$ cat src/mbx_pkg.sv
package mbx_pkg;

	localparam int ADDR_W = 12;
	localparam int MAILBOX_COUNT = 4;
	localparam int SEM_COUNT = 8;
	localparam int LOCAL_LINES = 8;
	localparam int BACKPLANE_LINES = 7;

	localparam logic [11:0] LOCAL_MAP_OFFSET = 12'h0340;
	localparam logic [11:0] BACKPLANE_MAP_OFFSET = 12'h0344;
	localparam logic [11:0] MAILBOX_0_OFFSET = 12'h0348;
	localparam logic [11:0] MAILBOX_1_OFFSET = 12'h034C;
	localparam logic [11:0] MAILBOX_2_OFFSET = 12'h0350;
	localparam logic [11:0] MAILBOX_3_OFFSET = 12'h0354;
	localparam logic [11:0] SEM_LOW_OFFSET = 12'h0358;
	localparam logic [11:0] SEM_HIGH_OFFSET = 12'h035C;
	localparam logic [11:0] IRQ_STATUS_OFFSET = 12'h0370;
	localparam logic [11:0] IRQ_MASK_OFFSET = 12'h0374;

	localparam int SEM_FLAG_POS = 7;
	localparam int TAG_W = 7;
	localparam int ROUTE_CODE_W = 3;
	localparam int ROUTE_FIELD_STRIDE = 4;
	localparam logic [31:0] ROUTE_MAP_WRITABLE = 32'h7777_7777;

	localparam logic [31:0] MAILBOX_RESET = 32'h0000_0000;
	localparam logic [31:0] ROUTE_MAP_RESET = 32'h0000_0000;
	localparam logic [7:0] SEM_LANE_RESET = 8'h00;
	localparam logic [3:0] IRQ_STATUS_RESET = 4'h0;
	localparam logic [3:0] IRQ_MASK_RESET = 4'h0;
	localparam logic [7:0] LOCAL_IDLE_N = 8'hFF;
	localparam logic [6:0] BACKPLANE_IDLE_N = 7'h7F;

endpackage

$ cat src/sem_lane_if.sv
`timescale 1ns/10ps
`default_nettype none
interface sem_lane_if;
	logic wr;
	logic [7:0] wdata;
	logic [7:0] value;
	modport lane (input wr, input wdata, output value);
	modport owner (output wr, output wdata, input value);
endinterface // sem_lane_if
`default_nettype wire

$ cat src/semaphore_lane.sv
`timescale 1ns/10ps
`default_nettype none
module semaphore_lane (
	input wire logic core_clk_i,
	input wire logic rst_i,
	input wire logic ce_i,
	sem_lane_if.lane bus
);
	typedef struct packed {
		logic semaphore_flag;
		logic [mbx_pkg::TAG_W-1:0] semaphore_owner_tag;
	} lane_type;

	lane_type st;
	lane_type next_st;

	always_comb begin
		next_st = st;
		if (ce_i && bus.wr) begin
			// An owner tag can only change while the semaphore is free, so a claim and its tag land together.
			if (!st.semaphore_flag) begin
				next_st.semaphore_owner_tag = bus.wdata[mbx_pkg::TAG_W-1:0];
			end
			next_st.semaphore_flag = bus.wdata[mbx_pkg::SEM_FLAG_POS];
		end
	end

	always_ff @(posedge core_clk_i) begin
		if (rst_i) begin
			st <= lane_type'(mbx_pkg::SEM_LANE_RESET);
		end else begin
			st <= next_st;
		end
	end

	assign bus.value = st;
endmodule // semaphore_lane
`default_nettype wire

$ cat src/irq_router.sv
`timescale 1ns/10ps
`default_nettype none
module irq_router #(
	parameter int SOURCES = mbx_pkg::MAILBOX_COUNT
) (
	input wire logic core_clk_i,
	input wire logic rst_i,
	input wire logic ce_i,
	input wire logic [SOURCES-1:0] pending_i,
	input wire logic [31:0] local_map_i,
	input wire logic [31:0] backplane_map_i,
	output logic [7:0] local_interrupt_out_n_o,
	output logic [6:0] backplane_irq_n_o
);
	typedef struct packed {
		logic [7:0] local_n;
		logic [6:0] back_n;
	} route_type;

	route_type st;
	route_type next_st;

	if (SOURCES < 1 || SOURCES * mbx_pkg::ROUTE_FIELD_STRIDE > 32) begin : g_bad_sources
		$error("irq_router: SOURCES does not fit one route map word");
	end

	function automatic logic [2:0] route_code(input logic [31:0] map, input int src);
		route_code = map[src*mbx_pkg::ROUTE_FIELD_STRIDE +: mbx_pkg::ROUTE_CODE_W];
	endfunction

	always_comb begin
		next_st = st;
		if (ce_i) begin
			next_st.local_n = mbx_pkg::LOCAL_IDLE_N;
			next_st.back_n = mbx_pkg::BACKPLANE_IDLE_N;
			for (int s = 0; s < SOURCES; s++) begin
				if (pending_i[s]) begin
					next_st.local_n[route_code(local_map_i, s)] = 1'b0;
					// Code zero has no backplane line, so it quietly masks the source there.
					if (route_code(backplane_map_i, s) != 3'h0) begin
						next_st.back_n[route_code(backplane_map_i, s) - 3'h1] = 1'b0;
					end
				end
			end
		end
	end

	always_ff @(posedge core_clk_i) begin
		if (rst_i) begin
			st <= {mbx_pkg::LOCAL_IDLE_N, mbx_pkg::BACKPLANE_IDLE_N};
		end else begin
			st <= next_st;
		end
	end

	assign local_interrupt_out_n_o = st.local_n;
	assign backplane_irq_n_o = st.back_n;
endmodule // irq_router
`default_nettype wire

$ cat src/mailbox_semaphore_regs.sv
// The plain strobed port was decided locally.
`timescale 1ns/10ps
`default_nettype none
module mailbox_semaphore_regs (
	input wire logic core_clk_i,
	input wire logic rst_i,
	input wire logic ce_i,
	input wire logic [11:0] addr_i,
	input wire logic [31:0] wdata_i,
	input wire logic [3:0] byte_en_i,
	input wire logic wr_i,
	input wire logic rd_i,
	output logic [31:0] rdata_o,
	output logic irq_o,
	output logic [7:0] local_interrupt_out_n_o,
	output logic [6:0] backplane_irq_n_o
);
	localparam int MB = mbx_pkg::MAILBOX_COUNT;
	localparam logic [MB-1:0][11:0] MAILBOX_OFFSET = {mbx_pkg::MAILBOX_3_OFFSET,
		mbx_pkg::MAILBOX_2_OFFSET, mbx_pkg::MAILBOX_1_OFFSET, mbx_pkg::MAILBOX_0_OFFSET};

	typedef struct packed {
		logic [MB-1:0][31:0] mailbox;
		logic [31:0] local_irq_route_map;
		logic [31:0] backplane_irq_route_map;
		logic [MB-1:0] status;
		logic [MB-1:0] mask;
		logic [31:0] rdata;
		logic irq;
	} regs_type;

	regs_type st;
	regs_type next_st;
	logic [mbx_pkg::SEM_COUNT-1:0][7:0] sem_val;

	// Byte enables let mailbox and route map words be written one byte at a time.
	function automatic logic [31:0] merge_bytes(input logic [31:0] old, input logic [31:0] val,
		input logic [3:0] be);
		merge_bytes = old;
		for (int b = 0; b < 4; b++) begin
			if (be[b]) begin
				merge_bytes[8*b +: 8] = val[8*b +: 8];
			end
		end
	endfunction

	sem_lane_if lane_bus[mbx_pkg::SEM_COUNT] ();

	for (genvar g = 0; g < mbx_pkg::SEM_COUNT; g++) begin : g_lane
		localparam logic [11:0] WORD = (g < 4) ? mbx_pkg::SEM_LOW_OFFSET : mbx_pkg::SEM_HIGH_OFFSET;
		// A wider access simply writes every enabled lane; each lane still guards its own tag.
		assign lane_bus[g].wr = ce_i && wr_i && addr_i == WORD && byte_en_i[g % 4];
		assign lane_bus[g].wdata = wdata_i[8*(g%4) +: 8];
		assign sem_val[g] = lane_bus[g].value;
		semaphore_lane u_lane (
			.core_clk_i(core_clk_i),
			.rst_i(rst_i),
			.ce_i(ce_i),
			.bus(lane_bus[g])
		);
	end

	always_comb begin
		logic [MB-1:0] set_ev;
		logic [MB-1:0] clr;
		logic [31:0] rval;
		set_ev = '0;
		clr = '0;
		rval = 32'h0000_0000;
		next_st = st;
		if (ce_i) begin
			if (wr_i) begin
				for (int m = 0; m < MB; m++) begin
					if (addr_i == MAILBOX_OFFSET[m]) begin
						next_st.mailbox[m] = merge_bytes(st.mailbox[m], wdata_i, byte_en_i);
						set_ev[m] = |byte_en_i;
					end
				end
				if (addr_i == mbx_pkg::LOCAL_MAP_OFFSET) begin
					next_st.local_irq_route_map = merge_bytes(st.local_irq_route_map, wdata_i,
						byte_en_i) & mbx_pkg::ROUTE_MAP_WRITABLE;
				end
				if (addr_i == mbx_pkg::BACKPLANE_MAP_OFFSET) begin
					next_st.backplane_irq_route_map = merge_bytes(st.backplane_irq_route_map, wdata_i,
						byte_en_i) & mbx_pkg::ROUTE_MAP_WRITABLE;
				end
				if (addr_i == mbx_pkg::IRQ_STATUS_OFFSET && byte_en_i[0]) begin
					clr = wdata_i[MB-1:0];
				end
				if (addr_i == mbx_pkg::IRQ_MASK_OFFSET && byte_en_i[0]) begin
					next_st.mask = wdata_i[MB-1:0];
				end
			end
			// A mailbox write in the same cycle as its clear keeps the bit set.
			next_st.status = (st.status & ~clr) | set_ev;
			next_st.irq = |(next_st.status & next_st.mask);
			if (rd_i) begin
				for (int m = 0; m < MB; m++) begin
					if (addr_i == MAILBOX_OFFSET[m]) begin
						rval = st.mailbox[m];
					end
				end
				unique case (addr_i)
					mbx_pkg::LOCAL_MAP_OFFSET: rval = st.local_irq_route_map;
					mbx_pkg::BACKPLANE_MAP_OFFSET: rval = st.backplane_irq_route_map;
					mbx_pkg::SEM_LOW_OFFSET: rval = sem_val[3:0];
					mbx_pkg::SEM_HIGH_OFFSET: rval = sem_val[7:4];
					mbx_pkg::IRQ_STATUS_OFFSET: rval[MB-1:0] = st.status;
					mbx_pkg::IRQ_MASK_OFFSET: rval[MB-1:0] = st.mask;
					default: ;
				endcase
			end
			next_st.rdata = rval;
		end
	end

	always_ff @(posedge core_clk_i) begin
		if (rst_i) begin
			st.mailbox <= {MB{mbx_pkg::MAILBOX_RESET}};
			st.local_irq_route_map <= mbx_pkg::ROUTE_MAP_RESET;
			st.backplane_irq_route_map <= mbx_pkg::ROUTE_MAP_RESET;
			st.status <= mbx_pkg::IRQ_STATUS_RESET;
			st.mask <= mbx_pkg::IRQ_MASK_RESET;
			st.rdata <= 32'h0000_0000;
			st.irq <= 1'b0;
		end else begin
			st <= next_st;
		end
	end

	irq_router #(
		.SOURCES(MB)
	) u_router (
		.core_clk_i(core_clk_i),
		.rst_i(rst_i),
		.ce_i(ce_i),
		.pending_i(st.status & st.mask),
		.local_map_i(st.local_irq_route_map),
		.backplane_map_i(st.backplane_irq_route_map),
		.local_interrupt_out_n_o(local_interrupt_out_n_o),
		.backplane_irq_n_o(backplane_irq_n_o)
	);

	assign rdata_o = st.rdata;
	assign irq_o = st.irq;
endmodule // mailbox_semaphore_regs
`default_nettype wire

$ cat config.mk
export PLATFORM = sky130hd
export DESIGN_NAME = mailbox_semaphore_regs
export DESIGN_NICKNAME = d
export VERILOG_FILES = /design/src/mbx_pkg.sv /design/src/sem_lane_if.sv /design/src/semaphore_lane.sv /design/src/irq_router.sv /design/src/mailbox_semaphore_regs.sv
export SDC_FILE = /design/constraint.sdc
export NUM_CORES = 1
export LEC_CHECK = 0
export BUFFER_PORTS_ARGS = -buffer_cell sky130_fd_sc_hd__clkbuf_2
export CORE_MARGIN = 2
export CORE_UTILIZATION = 37
export DETAILED_ROUTE_END_ITERATION = 6
export GPL_ROUTABILITY_DRIVEN = 0
export MAX_ROUTING_LAYER = met4
export PLACE_DENSITY_LB_ADDON = 0.3
export SLEW_MARGIN = 30
export SYNTH_ARGS = -nofsm -noshare
export SYNTH_HDL_FRONTEND = slang
export SYNTH_HIERARCHICAL = 1
export SYNTH_SLANG_ARGS = --single-unit
$ cat constraint.sdc
create_clock -name core_clk_i -period 4.4 [get_ports core_clk_i]
set_input_delay 0.44 -clock core_clk_i [delete_from_list [all_inputs] [get_ports core_clk_i]]
set_output_delay 0.44 -clock core_clk_i [all_outputs]
set_load 0.01 [all_outputs]
* Yosys cells after proc, flatten, opt, wreduce, memory -nomap -nowiden
Cells that the tools add are included.
** Word-level totals
- Logic and storage cells :: 216
- Output and inout bits :: 48
- Bits in registers :: 296
** Cells by class
- Eq/ne operators :: 10
- $add $sub $neg :: 4
- Magnitude comparators :: 16
- Mux-type cells :: 46
- Reduce and logical (&&, ||, !) cells :: 67
- Bitwise operators :: 27
** Operators with widths (number)
- 2-to-1 mux 32 bit :: 5
- == test 12 x 10 -> 1 bit (second input constant) :: 10
- one-hot mux 28 bit (4 select lines) :: 1
- 2-to-1 mux 15 bit :: 7
- AND reduction 4 bit :: 24
- < comparator 3 x 4 -> 1 bit (second input constant) :: 8
- 2-to-1 mux 4 bit :: 8
- NOT 8 bit :: 4
- logical AND 1 bit :: 29
- 2-to-1 mux 7 bit :: 4
- NOT 7 bit :: 4
- bitwise AND 8 bit :: 3
- demux 1 bit (select 3 bit) :: 8
- greater-or-equal comparator 3 x 1 -> 1 bit (second input constant) :: 8
- one-hot mux 4 bit (6 select lines) :: 1
- bitwise AND 7 bit :: 3
- AND reduction 2 bit :: 8
- bitwise AND 4 bit :: 3
- 2-to-1 mux 1 bit :: 12
- nonzero test 3 bit :: 4
- subtractor 3 x 1 -> 3 bit (second input constant) :: 4
- NOT 1 bit :: 8
- OR reduction 4 bit :: 2
- NOT 4 bit :: 1
- OR 4 bit :: 1

* Longest topological paths before layout
- Depth after elaboration :: 20
- Depth in mapped cells :: 9

* Modules after synthesis
The synthesis kept the hierarchy.
** Modules (own cells, without submodules)
- mailbox_semaphore_regs :: instances 1, sequential area each 4344.2 um2, cells each 1157, area an instance 10007.1 um2
- semaphore_lane :: instances 8, sequential area each 160.2 um2, cells each 35, area an instance 361.6 um2
- irq_router :: instances 1, sequential area each 300.3 um2, cells each 183, area an instance 1362.6 um2

* Worst setup path after synthesis
Ideal clock, no wire load.
- Path kind :: input -> register
- From :: in addr_i[11]
- To :: reg g_lane[5].u_lane.st (netlist bit g_lane[5].u_lane/bus.value[0])
- Cell stages on the path :: 9
- Setup time :: 72 ps
- Arrival :: 2364 ps
- Path slack :: 1964 ps
- Path through :: nor4_1 and3_1 buf_2 buf_1 nand3_1 nor2_1 and3b_1 buf_6 mux2i_1
** Between the ends
- Word-level cells in the longest chain between the ends :: 5
** Ends and longest elaborated chain
- start, declared :: line mailbox_semaphore_regs.sv:8 : input wire logic [11:0] addr_i,
- == test 12 x 10 -> 1 bit :: line mailbox_semaphore_regs.sv:52 : assign lane_bus[g].wr = ce_i && wr_i && addr_i == WORD && byte_en_i[g % 4];
- logical AND 1 bit (2 in a row) :: line mailbox_semaphore_regs.sv:52
- net lane_bus[5].wr :: line sem_lane_if.sv:4 : logic wr;
- logical AND 1 bit :: line semaphore_lane.sv:19 : if (ce_i && bus.wr) begin
- AND reduction 2 bit (no source line)
- end signal, assigned :: line semaphore_lane.sv:30 : st <= lane_type'(mbx_pkg::SEM_LANE_RESET);
- end signal, assigned :: line semaphore_lane.sv:32 : st <= next_st;
- end, declared :: line semaphore_lane.sv:14 : lane_type st;
The timed path passes the listed nets, and every way through them passes these cells.
A chain may end at the register's enable or synchronous reset.

* Worst setup path after layout
- From :: in addr_i[5]
- To :: reg st[119] (netlist name)
** Between the ends
- Word-level cells in the longest chain between the ends :: 2
** Ends and longest elaborated chain
- == test 12 x 10 -> 1 bit :: line mailbox_semaphore_regs.sv:74 : if (addr_i == MAILBOX_OFFSET[m]) begin
- AND reduction 4 bit (no source line)
- end signal, assigned :: line mailbox_semaphore_regs.sv:127 : st <= next_st;
- end, declared :: line mailbox_semaphore_regs.sv:32 : regs_type st;
No other way between the ends.

==> results.sh <==
export IMPL_crit_chain="clkbuf_2, nor2_1, nand4b_1, nor2_2, buf_4, nand3_2, mux2i_1, nor2_1"
export IMPL_drtIter0Drc=1200
export IMPL_period_share=0.588
export IMPL_fill_cells=3792
export IMPL_max_vdd_ir_drop_uv=285
export IMPL_hold_class="in -> reg"
export IMPL_fin_tns_setup_ps=0
export IMPL_cts_root_buf="clkbuf_16"
export IMPL_viasPerCell=5.68
export IMPL_syn_num_nets=1680
export IMPL_swShare=0.227
export IMPL_intPower_mw=4.62
export IMPL_drc=0
export IMPL_antenna_found_initial=1
export IMPL_min_period_ps=2590
export IMPL_syn_avg_cell_area_um2=8.81
export IMPL_core_area_mm2=0.0378
export IMPL_p_switching_mw=1.35
export IMPL_final_common_cell="dfxtp_1"
export IMPL_crit_top_cell="nor2_1"
export IMPL_cts_max_path_buffers=3
export IMPL_endpoint_kind="flip-flop"
export IMPL_die_h_um=200
export IMPL_cts_buffers=34
export IMPL_grtUsageTotal=0.211
export IMPL_finalHoldViolCount=0
export IMPL_area_growth_synth_to_final_pct=12.7
export IMPL_rsz0062_at_grt="no"
export IMPL_clock_latency_ps=520
export IMPL_p_comb_frac=0.046
export IMPL_htree_levels=2
export IMPL_cp_start_kind="primary input"
export IMPL_worst_ep_required_time_ps=4780
export IMPL_boundaryPins=101
export IMPL_ctsHoldBuffers=0
export IMPL_firstDrtPassIters=6
export IMPL_die_w_um=200
export IMPL_die_area_mm2=0.0401
export IMPL_ant_nets=0
export IMPL_skew_ps=9.02
export IMPL_netlist_area_mm2=0.0143
export IMPL_num_vias=12300
export IMPL_nNetsFinal=1689
export IMPL_totalWireLength_um=42700
export IMPL_drv_slew=0
export IMPL_whs_ps=250
export IMPL_leakagePower_nw=5.94
export IMPL_fmaxAchievable_mhz=386
export IMPL_final_cell_mix="296 x dfxtp_1, 179 x mux2i_1, 173 x nand2_1"
export IMPL_hp_start="wdata_i[27]"
export IMPL_p_seq_frac=0.450
export IMPL_grt_start_max_net_pins=174
export IMPL_dpl_hpwl_um=28000
export IMPL_reg2reg_from="st[41]$_SDFFE_PP0P_"
export IMPL_ys_warn_count=6
export IMPL_cts_sinks=296
export IMPL_grt_pass1_wl_um=66400
export IMPL_clock_power_share=0.504
export IMPL_crit_slowest_cell="nor2_2"
export IMPL_tightest_slew_ps=943
export IMPL_cp_startpoint="addr_i[5]"
export IMPL_first_global_vias=11500
export IMPL_max_stage_delay_ps=580
export IMPL_port_buffers=100
export IMPL_path_clk_slew_ps=60
export IMPL_grt_ovfl_total=0
export IMPL_drv_cap=0
export IMPL_status="finished, final reports clean"
export IMPL_cts_repair_resized=0
export IMPL_power_density_mw_per_mm2=372
export IMPL_worstPathMaxFanout=24
export IMPL_drive_gt1_frac=0.138
export IMPL_worstSetupPathType="in -> reg"
export IMPL_rows=71
export IMPL_setup_viol=0
export IMPL_post_drt_wl_per_cell_um=19.7
export IMPL_synth_cells=1619
export IMPL_post_cts_buffers=0
export IMPL_max_slew_margin_rel=0.371
export IMPL_cts_tree="built"
export IMPL_start_util=0.377
export IMPL_worstPathArrival_ps=2960
## power groups by stage
stage	clock (mW)	sequential, mW	combinational, mW
floorplan	0	2.75	0.139
global placement	0	2.75	0.263
global route	3.17	2.69	0.294
detailed placement	0	2.75	0.266
finish	3.01	2.69	0.275
CTS	3.06	2.69	0.267
## worst max-delay path: cells and delay by family
family	cells	cell delay [ps]
muxes	1	270
buffers and inverters	2	590
and+or+nand+nor	5	1650
## stage by stage
stage                     power [mW]  area (µm²)  utilization  worst slack [ps]  instances
after floorplan                 2.89       14300            -              1960       1619
after global placement          3.01       14800        0.392              1400       2102
after detailed placement        3.02       14800        0.392              1340       2102
after CTS                       6.01       16000        0.423              1870       2163
after global routing            6.15       16100        0.425              1680       2165
final                           5.98       16100        0.425              1810       2165
## per-layer routing
metal | up-vias | track usage | part of all wire
met3 | 58 | 0.0327 | 0.067
li1 | 5814 | - | -
met2 | 456 | 0.328 | 0.46
met4 | 0 | 0.0421 | 0.016
met5 | - | - | 0
met1 | 5965 | 0.291 | 0.46
## layout make-up
type	count	area [µm²]	area share
sequential	296	5930	0.369
tap	511	639	0.0398
clock inverter	15	210	0.0131
inverter	15	56.3	0.00350
timing repair buffer	122	711	0.0442
antenna	1	2.50	0.000156
clock buffer	46	977	0.0608
multi-input combinational	1159	7550	0.470
## registers in the layout, summed over array words and instances (netlist names)
| name | count |
|---|---|
| rdata_o | 32 |
| u_router/backplane_irq_n_o | 7 |
| st | 184 |
| g_lane.u_lane/bus.value | 64 |
| irq_o | 1 |
| u_router/local_interrupt_out_n_o | 8 |
## path summary, 6_finish.rpt
path | end | slack (ps) | cells past startpoint
min | st[228]$_SDFFE_PP0P_ | 250 | 3
max reg2reg | u_router/backplane_irq_n_o[0]$_SDFFE_PP1P_ | 2320 | 6
min reg2reg | st[222]$_SDFFE_PP0P_ | 450 | 2
max | st[119]$_SDFFE_PP0P_ | 1810 | 8
Note: power is estimated with default switching activity, not from simulation.
